`src/rtl/ddrbl_params.svh`:
```
// Constants of the DDR byte-lane placement block.
// Assumes inclusion by bare name from the package and the lane module.
`ifndef DDRBL_PARAMS_SVH
`define DDRBL_PARAMS_SVH

`define DDRBL_BYTE_W 8
`define DDRBL_WORD_W 16
`define DDRBL_CMD_ADDR_W 48
`define DDRBL_CMD_SPACE_BIT 46
`define DDRBL_CMD_SPACE_REG 1'b1
`define DDRBL_SYNC_STAGES 2
`define DDRBL_UPPER_MSB 15
`define DDRBL_UPPER_LSB 8
`define DDRBL_LOWER_MSB 7
`define DDRBL_LOWER_LSB 0
`define DDRBL_RST_BYTE 8'h00
`define DDRBL_RST_WORD 16'h0000
`define DDRBL_KEEP_ALL 2'h3
`define DDRBL_KEEP_NONE 2'h0

`endif

```
`src/rtl/ddrbl_pkg.sv`:
```
// Types of the DDR byte-lane placement block.
// Assumes ddrbl_params.svh is on the include path.
`include "ddrbl_params.svh"

package ddrbl_pkg;

    // Link pins as seen from the device, all from outside the mclk domain
    typedef struct packed {
        logic cs_n;
        logic bus_clock;
        logic read_write_strobe_mask;
        logic [`DDRBL_BYTE_W-1:0] dq;
    } ddrbl_pin_type;

    // One assembled write word with per-byte keep bits (1 = store the byte)
    typedef struct packed {
        logic [`DDRBL_WORD_W-1:0] data;
        logic [1:0] keep;
        logic reg_space;
    } ddrbl_wr_type;

    typedef enum logic [1:0] {
        DDRBL_PH_IDLE,
        DDRBL_PH_UPPER,
        DDRBL_PH_LOWER
    } ddrbl_phase_type;

endpackage : ddrbl_pkg

```
`src/rtl/ddrbl_lane.sv`:
```
// Byte-lane placement and write-mask handling for the 8-bit DDR memory port.
// Assumes a same-clock sequencer that decodes commands, counts latency and
// raises data_phase only during the data part of a transaction; the bus
// clock is far slower than mclk so its edges can be found by sampling.
`timescale 1ns/1ps
`include "ddrbl_params.svh"

module ddrbl_lane
    import ddrbl_pkg::*;
(
    input wire logic mclk,
    input wire logic sys_rst,
    input wire logic pin_cs_n,
    input wire logic pin_bus_clock,
    input wire logic pin_strobe_in,
    input wire logic [`DDRBL_BYTE_W-1:0] pin_dq_in,
    output logic pin_strobe_out,
    output logic pin_strobe_oe,
    output logic [`DDRBL_BYTE_W-1:0] pin_dq_out,
    output logic pin_dq_oe,
    input wire logic cmd_valid,
    input wire logic [`DDRBL_CMD_ADDR_W-1:0] command_address_word,
    input wire logic data_phase,
    input wire logic xfer_is_read,
    input wire logic xfer_zero_latency,
    input wire logic [`DDRBL_WORD_W-1:0] rd_word,
    output logic rd_next,
    output logic wr_valid,
    output ddrbl_wr_type wr_word,
    output logic reg_space
);

    ddrbl_pin_type pin_raw;
    ddrbl_pin_type pin_s;
    logic [$bits(ddrbl_pin_type)-1:0] pin_sync;

    assign pin_raw.cs_n = pin_cs_n;
    assign pin_raw.bus_clock = pin_bus_clock;
    assign pin_raw.read_write_strobe_mask = pin_strobe_in;
    assign pin_raw.dq = pin_dq_in;

    ddrbl_sync #(
        .WIDTH($bits(ddrbl_pin_type))
    ) u_sync (
        .mclk(mclk),
        .sys_rst(sys_rst),
        .async_in(pin_raw),
        .sync_out(pin_sync)
    );

    assign pin_s = ddrbl_pin_type'(pin_sync);

    ddrbl_phase_type phase_reg, phase_next;
    logic clk_prev_reg, clk_prev_next;
    logic space_reg, space_next;
    logic [`DDRBL_BYTE_W-1:0] hold_reg, hold_next;
    logic mask_hi_reg, mask_hi_next;
    logic [`DDRBL_BYTE_W-1:0] dq_out_reg, dq_out_next;
    logic dq_oe_reg, dq_oe_next;
    logic strobe_out_reg, strobe_out_next;
    logic strobe_oe_reg, strobe_oe_next;
    logic rd_next_reg, rd_next_next;
    logic wr_valid_reg, wr_valid_next;
    ddrbl_wr_type wr_word_reg, wr_word_next;

    logic rise_s;
    logic fall_s;
    logic act;

    // Edges are found on the synchronised copy, so dq and strobe samples are
    // taken in the same mclk cycle as the edge, well inside the centred eye
    assign rise_s = pin_s.bus_clock & ~clk_prev_reg;
    assign fall_s = ~pin_s.bus_clock & clk_prev_reg;
    assign act = data_phase & ~pin_s.cs_n;

    always_comb begin
        space_next = space_reg;
        if (cmd_valid) begin
            space_next = (command_address_word[`DDRBL_CMD_SPACE_BIT]
                == `DDRBL_CMD_SPACE_REG);
        end
    end

    always_comb begin
        clk_prev_next = pin_s.bus_clock;
        phase_next = phase_reg;
        hold_next = hold_reg;
        mask_hi_next = mask_hi_reg;
        dq_out_next = dq_out_reg;
        strobe_out_next = strobe_out_reg;
        rd_next_next = 1'b0;
        wr_valid_next = 1'b0;
        wr_word_next = wr_word_reg;
        // Lanes are owned only while the data phase is live and select is low
        dq_oe_next = act & xfer_is_read;
        strobe_oe_next = act & (xfer_is_read | xfer_zero_latency);
        if (!act) begin
            phase_next = DDRBL_PH_IDLE;
            strobe_out_next = 1'b0;
        end else if (xfer_is_read) begin
            if (rise_s) begin
                dq_out_next = rd_word[`DDRBL_UPPER_MSB:`DDRBL_UPPER_LSB];
                hold_next = rd_word[`DDRBL_LOWER_MSB:`DDRBL_LOWER_LSB];
                strobe_out_next = 1'b1;
                phase_next = DDRBL_PH_UPPER;
            end else if (fall_s && phase_reg == DDRBL_PH_UPPER) begin
                dq_out_next = hold_reg;
                strobe_out_next = 1'b0;
                rd_next_next = 1'b1;
                phase_next = DDRBL_PH_LOWER;
            end
        end else begin
            if (xfer_zero_latency) begin
                strobe_out_next = 1'b0;
            end
            if (rise_s) begin
                hold_next = pin_s.dq;
                // In a zero latency write the host does not drive the strobe, so ignore it there
                mask_hi_next = ~xfer_zero_latency & pin_s.read_write_strobe_mask;
                phase_next = DDRBL_PH_UPPER;
            end else if (fall_s && phase_reg == DDRBL_PH_UPPER) begin
                wr_word_next.data = {hold_reg, pin_s.dq};
                wr_word_next.keep[1] = ~mask_hi_reg;
                wr_word_next.keep[0] = xfer_zero_latency
                    | ~pin_s.read_write_strobe_mask;
                wr_word_next.reg_space = space_reg;
                wr_valid_next = 1'b1;
                phase_next = DDRBL_PH_LOWER;
            end
        end
    end

    always_ff @(posedge mclk or posedge sys_rst) begin
        if (sys_rst) begin
            phase_reg <= DDRBL_PH_IDLE;
            clk_prev_reg <= 1'b0;
            space_reg <= 1'b0;
            hold_reg <= `DDRBL_RST_BYTE;
            mask_hi_reg <= 1'b0;
            dq_out_reg <= `DDRBL_RST_BYTE;
            dq_oe_reg <= 1'b0;
            strobe_out_reg <= 1'b0;
            strobe_oe_reg <= 1'b0;
            rd_next_reg <= 1'b0;
            wr_valid_reg <= 1'b0;
            wr_word_reg <= '{data: `DDRBL_RST_WORD, keep: `DDRBL_KEEP_NONE, reg_space: 1'b0};
        end else begin
            phase_reg <= phase_next;
            clk_prev_reg <= clk_prev_next;
            space_reg <= space_next;
            hold_reg <= hold_next;
            mask_hi_reg <= mask_hi_next;
            dq_out_reg <= dq_out_next;
            dq_oe_reg <= dq_oe_next;
            strobe_out_reg <= strobe_out_next;
            strobe_oe_reg <= strobe_oe_next;
            rd_next_reg <= rd_next_next;
            wr_valid_reg <= wr_valid_next;
            wr_word_reg <= wr_word_next;
        end
    end

    assign pin_strobe_out = strobe_out_reg;
    assign pin_strobe_oe = strobe_oe_reg;
    assign pin_dq_out = dq_out_reg;
    assign pin_dq_oe = dq_oe_reg;
    assign rd_next = rd_next_reg;
    assign wr_valid = wr_valid_reg;
    assign wr_word = wr_word_reg;
    assign reg_space = space_reg;
endmodule : ddrbl_lane

```
`src/rtl/ddrbl_sync.sv`:
```
// Two-stage synchroniser for a bundle of independent level signals.
// Assumes each bit is a level; the first stage is read only by the second.
`timescale 1ns/1ps

module ddrbl_sync #(
    parameter int WIDTH = 1
) (
    input wire logic mclk,
    input wire logic sys_rst,
    input wire logic [WIDTH-1:0] async_in,
    output logic [WIDTH-1:0] sync_out
);

    logic [WIDTH-1:0] meta_reg;
    logic [WIDTH-1:0] sync_reg;

    always_ff @(posedge mclk or posedge sys_rst) begin
        if (sys_rst) begin
            meta_reg <= '0;
            sync_reg <= '0;
        end else begin
            meta_reg <= async_in;
            sync_reg <= meta_reg;
        end
    end

    assign sync_out = sync_reg;

endmodule : ddrbl_sync
```
`config.mk`:
```
export PLATFORM = sky130hd
export DESIGN_NAME = ddrbl_lane
export DESIGN_NICKNAME = d
export VERILOG_FILES = /design/src/rtl/ddrbl_pkg.sv /design/src/rtl/ddrbl_lane.sv /design/src/rtl/ddrbl_sync.sv
export VERILOG_INCLUDE_DIRS = /design/src /design/src/rtl
export SDC_FILE = /design/constraint.sdc
export NUM_CORES = 1
export LEC_CHECK = 0
export ABC_AREA = 1
export CORE_MARGIN = 1.5
export CORE_UTILIZATION = 40
export CTS_CLUSTER_SIZE = 28
export DETAILED_ROUTE_END_ITERATION = 8
export DONT_BUFFER_PORTS = 1
export RECOVER_POWER = 25
export SYNTH_ARGS = -nofsm -noshare
export SYNTH_HDL_FRONTEND = slang
export SYNTH_SLANG_ARGS = --single-unit
```
`constraint.sdc`:
```
create_clock -name mclk -period 5 [get_ports mclk]
set_clock_uncertainty 0.15 [all_clocks]
set_input_delay 0.5 -clock mclk [delete_from_list [all_inputs] [get_ports mclk]]
set_output_delay 0.5 -clock mclk [all_outputs]
set_load 0.05 [all_outputs]
```
# Word-level counts from Yosys, hierarchy flattened
# Cells that the tools add are included.
dict set report classes {
  n_bitwise 16
  mux 19
  n_eq_ne 4
  reduce_logical 7
}
# operator n
set op_table {}
lappend op_table {{two-way mux 8 bit} 5}
lappend op_table {{two-way mux 1 bit} 11}
lappend op_table {{inverter 1 bit} 8}
lappend op_table {{bitwise AND 1 bit} 6}
lappend op_table {{two-way mux 2 bit} 3}
lappend op_table {{AND reduction 3 bit} 2}
lappend op_table {{!= test 4 x 3 -> 1 bit (second input constant)} 1}
lappend op_table {{AND reduction 2 bit} 2}
lappend op_table {{AND reduction 4 bit} 1}
lappend op_table {{!= test 3 x 2 -> 1 bit (second input constant)} 1}
lappend op_table {{!= test 3 bit (second input constant)} 1}
lappend op_table {{== test 2 x 1 -> 1 bit (second input constant)} 1}
lappend op_table {{bitwise OR 1 bit} 2}
lappend op_table {{nonzero test 2 bit} 1}
lappend op_table {{logical AND 1 bit} 1}
dict set report word_totals {
  wordCells 62
  output_inout_bits 33
  inputBits 81
  register_bits 67
}

# Logic depth before layout (Yosys ltp)
dict set report logic_depth {
  word_depth 7
  ltp_mapped 8
  ltp_nobuf 8
}

# By module
# A second synthesis with hierarchy kept.
dict set report unflattened {
  hier_cells 249
  area_unflattened_um2 2529.9
}
# mod seq_area_each_um2 cells_per_inst area_per_inst_um2 instances
set modules_own_cells {}
lappend modules_own_cells {ddrbl_lane 1126.1 226 1975.6 1}
lappend modules_own_cells {ddrbl_sync 550.5 23 554.3 1}

# Least setup slack after synthesis
# No wires, ideal clock.
dict set report synth_path {
  kind {input -> register}
  from {input port xfer_is_read}
  to {register hold_reg[0]}
  t_arrival_ns 1.086
  required_ns 4.720
  setup_time_ns 0.130
  path_stages 5
  path_buffers 2
  slack_ns 3.633
  cell_sequence {buf_4 -> inv_4 -> buf_4 -> o211ai_1 -> o21ai_0}
}
dict set report synth_between {
  elab_chain_cells 1
}
# item line
set synth_lines {}
lappend synth_lines {{start: declaration} ddrbl_lane.sv:24} ;# input wire logic xfer_is_read,
lappend synth_lines {{two-way mux 8 bit} ddrbl_lane.sv:100} ;# end else if (xfer_is_read) begin
lappend synth_lines {{end signal: assignment} ddrbl_lane.sv:138} ;# hold_reg <= `DDRBL_RST_BYTE;
lappend synth_lines {{end signal: assignment} ddrbl_lane.sv:151} ;# hold_reg <= hold_next;
lappend synth_lines {{end: declaration} ddrbl_lane.sv:56} ;# logic [`DDRBL_BYTE_W-1:0] hold_reg, hold_next;
# No other way between the ends.
# A chain may end at the register's enable or synchronous reset.

# Final worst setup path
dict set report layout_path {
  from {register u_sync.sync_reg[10], in the netlist u_sync.sync_out[10]}
  to {register wr_word_reg, in the netlist wr_word[16]}
}
dict set report layout_between {
  elab_chain_cells 3
}
# item line
set layout_lines {}
lappend layout_lines {{start: declaration} ddrbl_sync.sv:15} ;# logic [WIDTH-1:0] sync_reg;
lappend layout_lines {{start signal: assignment} ddrbl_sync.sv:23} ;# sync_reg <= meta_reg;
lappend layout_lines {{inverter 1 bit} ddrbl_lane.sv:74} ;# assign act = data_phase & ~pin_s.cs_n;
lappend layout_lines {{bitwise AND 1 bit} ddrbl_lane.sv:74}
lappend layout_lines {{AND reduction 4 bit (no source line)} --}
lappend layout_lines {{end signal: assignment} ddrbl_lane.sv:146} ;# wr_word_reg <= '{data: `DDRBL_RST_WORD, keep: `DDRBL_KEEP_NONE, reg_space: 1'b0};
lappend layout_lines {{end signal: assignment} ddrbl_lane.sv:159} ;# wr_word_reg <= wr_word_next;
lappend layout_lines {{end: declaration} ddrbl_lane.sv:64} ;# ddrbl_wr_type wr_word_reg, wr_word_next;
# No other way between the ends.

==> flow_summary.html <==
<table>
<tr><th>Metric</th><th>Value</th></tr>
<tr><th colspan="2">Outcome</th></tr>
<tr><td>Outcome</td><td>finished clean</td></tr>
<tr><th colspan="2">Floorplanning</th></tr>
<tr><td>Number of top-level design ports</td><td>114</td></tr>
<tr><td>Die Height</td><td>83.29 um</td></tr>
<tr><td>Row cnt</td><td>29</td></tr>
<tr><td>Floorplan die area</td><td>a little under 7000 um2</td></tr>
<tr><td>Initial core utilization</td><td>41.08%</td></tr>
<tr><td>Core Footprint</td><td>6277 um2</td></tr>
<tr><td>Die Width</td><td>between 80 and 90 um</td></tr>
<tr><th colspan="2">Logic synthesis</th></tr>
<tr><td>Post-synthesis adder-cell area fraction</td><td>0%</td></tr>
<tr><td>Number of warnings issued by yosys</td><td>0</td></tr>
<tr><td>Syn avg cell area</td><td>10.53 um2</td></tr>
<tr><td>Synth Net Count</td><td>326</td></tr>
<tr><td>Synth top area share</td><td>65.02%</td></tr>
<tr><td>Leading post-synthesis cells by cell area</td><td>sky130_fd_sc_hd__dfrtp_1 65%, sky130_fd_sc_hd__nand2_1 13%, sky130_fd_sc_hd__o21ai_2 4.4%</td></tr>
<tr><td>Sequential element share of the synthesized area</td><td>roughly two thirds</td></tr>
<tr><td>Netlist cell types</td><td>21</td></tr>
<tr><td>Share of synthesized cell area in and, or, nand and nor gates</td><td>between 20% and 30%</td></tr>
<tr><td>Multiplexer area fraction after synthesis</td><td>0%</td></tr>
<tr><td>Cell area after synthesis</td><td>2579 um2</td></tr>
<tr><td>Library cell with the largest summed area after synthesis</td><td>sky130_fd_sc_hd__dfrtp_1</td></tr>
<tr><td>Cells after Synth</td><td>245</td></tr>
<tr><td>Main combinational cell family by area after synthesis</td><td>simple AND/OR/NAND/NOR gates</td></tr>
<tr><td>Flops &amp; latches, synth</td><td>between 60 and 70</td></tr>
<tr><td>Complex-gate fraction of the synthesized area</td><td>8.637%</td></tr>
<tr><td>Xor-xnor portion of the synthesized cell area</td><td>0%</td></tr>
<tr><th colspan="2">Drt</th></tr>
<tr><td>Total via count in the routed design</td><td>between 1,500 and 2,000</td></tr>
<tr><td>Remaining routing DRC violations</td><td>0</td></tr>
<tr><td>Residual antenna-violating net count after detailed routing</td><td>0</td></tr>
<tr><td>Iteration count of the initial detailed-routing pass</td><td>4</td></tr>
<tr><td>Routed via count divided by cell count</td><td>4.765</td></tr>
<tr><td>Total Wirelength</td><td>4969 um</td></tr>
<tr><td>Routed len/inst</td><td>14.97 um</td></tr>
<tr><td>Violation count after the first detailed-routing iteration</td><td>between 100 and 150</td></tr>
<tr><th colspan="2">Place</th></tr>
<tr><td>Place WS</td><td>around 3.3 ns</td></tr>
<tr><td>Inst Count DP</td><td>between 300 and 400</td></tr>
<tr><td>Input/output buffers</td><td>0</td></tr>
<tr><td>Post-detail-place hpwl</td><td>~3300 um</td></tr>
<tr><td>Global placer's final weighted congestion</td><td>0.6980</td></tr>
<tr><td>Instance area at placement</td><td>2611 um2</td></tr>
<tr><th colspan="2">Timing</th></tr>
<tr><td>Worst slew margin relative to its limit</td><td>roughly 45%</td></tr>
<tr><td>RSZ-0062 raised after global routing</td><td>false</td></tr>
<tr><td>Minimum clock period</td><td>1.817 ns</td></tr>
<tr><td>Number of pins with negative max-slew slack in the final report</td><td>0</td></tr>
<tr><td>Actual transition at the worst max-transition pin</td><td>0.8315 ns</td></tr>
<tr><td>Final setup TNS</td><td>0 ns</td></tr>
<tr><td>Smallest setup slack after layout</td><td>3.183 ns</td></tr>
<tr><td>Finish-stage setup viols</td><td>0</td></tr>
<tr><td>Number of hold violations in the final report</td><td>0</td></tr>
<tr><td>Max Clk Rate</td><td>about 0.55 GHz</td></tr>
<tr><td>Period utilisation layout</td><td>a little over a third</td></tr>
<tr><th colspan="2">Global routing</th></tr>
<tr><td>Wire length of the first global-routing pass</td><td>approximately 8300 um</td></tr>
<tr><td>GR Overflow Total</td><td>0</td></tr>
<tr><td>Initial antenna violation count</td><td>0</td></tr>
<tr><td>Maximum number of pins on one net before global-route repair</td><td>68</td></tr>
<tr><td>Global-route usage over all layers</td><td>16.01%</td></tr>
<tr><td>Via count of the first global-routing pass</td><td>1,618</td></tr>
<tr><th colspan="2">Pwr</th></tr>
<tr><td>Switching pwr</td><td>between 300 and 400 uW</td></tr>
<tr><td>Power density over cell area</td><td>a little under 500 nW/um2</td></tr>
<tr><td>Portion of total power attributed to the clock network</td><td>between 40% and 50%</td></tr>
<tr><td>Power after layout</td><td>1.399 mW</td></tr>
<tr><td>Combinational power share</td><td>6.3%</td></tr>
<tr><td>Largest vdd supply drop</td><td>0.2380 mV</td></tr>
<tr><td>Leakage dissipation</td><td>approximately 1.5 nW</td></tr>
<tr><td>Sequential share of power</td><td>between 50% and 60%</td></tr>
<tr><td>Switching power share of the total</td><td>approximately 28%</td></tr>
<tr><td>Internal</td><td>1.004 mW</td></tr>
<tr><th colspan="2">Setup path</th></tr>
<tr><td>Most common cell on crit path</td><td>sky130_fd_sc_hd__nand2_1</td></tr>
<tr><td>Worst-path fanout max</td><td>32</td></tr>
<tr><td>Worst R2R Start</td><td>u_sync.sync_out[10]</td></tr>
<tr><td>Cell family with most CP delay</td><td>simple AND/OR/NAND/NOR gates</td></tr>
<tr><td>Endpoint type of the worst setup path</td><td>register</td></tr>
<tr><td>R2R depth</td><td>7</td></tr>
<tr><td>Maximum single-stage delay on the critical path</td><td>0.36 ns</td></tr>
<tr><td>Reg2reg end</td><td>wr_word[16]</td></tr>
<tr><td>Crit path arrival time</td><td>1.95 ns</td></tr>
<tr><td>Minimum setup slack among reg-to-reg paths</td><td>3.18 ns</td></tr>
<tr><td>Critical-path top delay cell</td><td>sky130_fd_sc_hd__dfrtp_1</td></tr>
<tr><td>Ordered list of cells on the worst path</td><td>inv_1 -&gt; nand2_1 -&gt; inv_1 -&gt; nand3_4 -&gt; inv_2 -&gt; nand2_1 -&gt; nand2_1</td></tr>
<tr><td>Buf+Inv Stages, Crit Path</td><td>3</td></tr>
<tr><td>Critical path data required time</td><td>5.13 ns</td></tr>
<tr><td>Launching element type of the critical path</td><td>register</td></tr>
<tr><td>Critical setup path kind</td><td>register to register</td></tr>
<tr><th colspan="2">Clocking</th></tr>
<tr><td>Post-cts gate resize count</td><td>0</td></tr>
<tr><td>Setup Fix Bufs, Post-CTS</td><td>0</td></tr>
<tr><td>Root cell of the clock tree</td><td>sky130_fd_sc_hd__clkbuf_8</td></tr>
<tr><td>Number of buffers between clock root and the deepest sink</td><td>2</td></tr>
<tr><td>Number of sinks on the clock net</td><td>67</td></tr>
<tr><td>Number of buffers added by the clock tree synthesis step</td><td>9</td></tr>
<tr><td>Clock slew at reported path FFs</td><td>0.07 ns</td></tr>
<tr><td>Worst-Skew Late Latency</td><td>0.34 ns</td></tr>
<tr><td>Hold-fix buffers, CTS</td><td>0</td></tr>
<tr><td>H-tree Lvls</td><td>3</td></tr>
<tr><td>Clock tree from TritonCTS</td><td>yes</td></tr>
<tr><th colspan="2">Cells and area</th></tr>
<tr><td>Number of diodes</td><td>0</td></tr>
<tr><td>Final-layout fill cell count</td><td>between 500 and 600</td></tr>
<tr><td>Most common cell after layout, fill and taps aside</td><td>sky130_fd_sc_hd__nand2_1</td></tr>
<tr><td>Most frequent cells in the layout</td><td>89 x sky130_fd_sc_hd__nand2_1, 67 x sky130_fd_sc_hd__dfrtp_1, 17 x sky130_fd_sc_hd__inv_1</td></tr>
<tr><td># nets final</td><td>331</td></tr>
<tr><td>Combined area of the multi-input logic cells</td><td>around 740 um2</td></tr>
<tr><td>Fraction of final layout cells sized beyond drive strength 1</td><td>17.25%</td></tr>
<tr><td>Synthesis-to-finish area growth</td><td>11.26%</td></tr>
<tr><td>Area of all placed cells without fillers</td><td>2869 um2</td></tr>
<tr><td>Number of flip-flops in the largest register</td><td>19</td></tr>
<tr><td>Number of standard cells in the final layout excluding fillers</td><td>332</td></tr>
<tr><td>Area taken by flip-flops and latches</td><td>1677 um2</td></tr>
<tr><th colspan="2">Min path</th></tr>
<tr><td>Hold path startpoint</td><td>pin_strobe_in</td></tr>
<tr><td>Worst min-delay path class</td><td>primary input to register</td></tr>
<tr><td>Depth of the worst hold-timing path</td><td>0</td></tr>
<tr><td>Destination of the worst hold path</td><td>u_sync.meta_reg[8]</td></tr>
<tr><th colspan="2">Run</th></tr>
<tr><td>Max_cap viols</td><td>0</td></tr>
</table>
## layer usage
metal / vias to the layer above / part of all wire (%) / track usage, %
met5: - / 0 / 0
met4: 0 / 1.9 / 8.182
met3: 11 / 8.7 / 7.256
met2: 45 / 45 / 22.99
met1: 745 / 44 / 20.37
li1: 781 / - / -
## synthesized netlist by cell type
cell type,n
sky130_fd_sc_hd__a21oi_1,5
sky130_fd_sc_hd__a31oi_1,1
sky130_fd_sc_hd__buf_4,2
sky130_fd_sc_hd__buf_6,5
sky130_fd_sc_hd__dfrtp_1,67
sky130_fd_sc_hd__inv_1,16
sky130_fd_sc_hd__inv_2,4
sky130_fd_sc_hd__inv_4,2
sky130_fd_sc_hd__nand2_1,88
sky130_fd_sc_hd__nand2_2,4
sky130_fd_sc_hd__nand2_4,3
sky130_fd_sc_hd__nand3_1,10
sky130_fd_sc_hd__nand3_4,1
sky130_fd_sc_hd__nor2_1,7
sky130_fd_sc_hd__nor2_2,1
sky130_fd_sc_hd__nor2_4,1
sky130_fd_sc_hd__nor2_8,1
sky130_fd_sc_hd__o211ai_1,3
sky130_fd_sc_hd__o21ai_0,8
sky130_fd_sc_hd__o21ai_1,3
sky130_fd_sc_hd__o21ai_2,13
## power by group through the flow
stage	sequential (mW)	combinational, mW	clock, mW
3_3_place_gp	0.728	0.0881	0
4_1_cts	0.719	0.0908	0.607
2_1_floorplan	0.719	0.0771	0
6_report	0.718	0.0876	0.593
5_1_grt	0.726	0.105	0.633
3_5_place_dp	0.730	0.0898	0
## worst register-to-register path: stages (launching register included)
cell and delay (ns):
sky130_fd_sc_hd__dfrtp_1 0.36, sky130_fd_sc_hd__inv_1 0.05, sky130_fd_sc_hd__nand2_1 0.21, sky130_fd_sc_hd__inv_1 0.21
sky130_fd_sc_hd__nand3_4 0.36, sky130_fd_sc_hd__inv_2 0.26, sky130_fd_sc_hd__nand2_1 0.09, sky130_fd_sc_hd__nand2_1 0.06
## worst max path at each step
stage | from | to | cells past startpoint
floorplan | sys_rst | clk_prev_reg | 1
finish | u_sync.sync_out[10] | wr_word[16] | 7
global placement | data_phase | wr_word[16] | 6
CTS | u_sync.sync_out[9] | wr_word[16] | 7
global route | u_sync.sync_out[10] | wr_word[15] | 7
detailed placement | data_phase | wr_word[14] | 6
## per-stage QoR
| step | util (%) | hold slack [ns] |
|---|---|---|
| final | 45.70 | 0.02999 |
| after global routing | 45.70 | 0.0002623 |
| after CTS | 45.82 | 0.01219 |
| after detailed placement | 41.60 | 0.1858 |
| after global placement | 41.60 | 0.1824 |
| after floorplan | - | 0.1812 |
## layout make-up
type	count	area share, %
inverters	22	3.053
well taps	77	3.358
clock inverters	6	4.797
flip-flops and latches	67	58.44
multi-input cells	149	25.64
repair buffers	1	0.2617
clock buffers	10	4.448
## cells by family (layout without fill, tap and decap cells)
family / count (synthesis) / in the layout
and+or+nand+nor: 116 / 116
DFF: 67 / 67
AOI/OAI and AO/OA: 33 / 33
buffers and inverters: 29 / 39
Note: power is estimated with default switching activity, not from simulation.
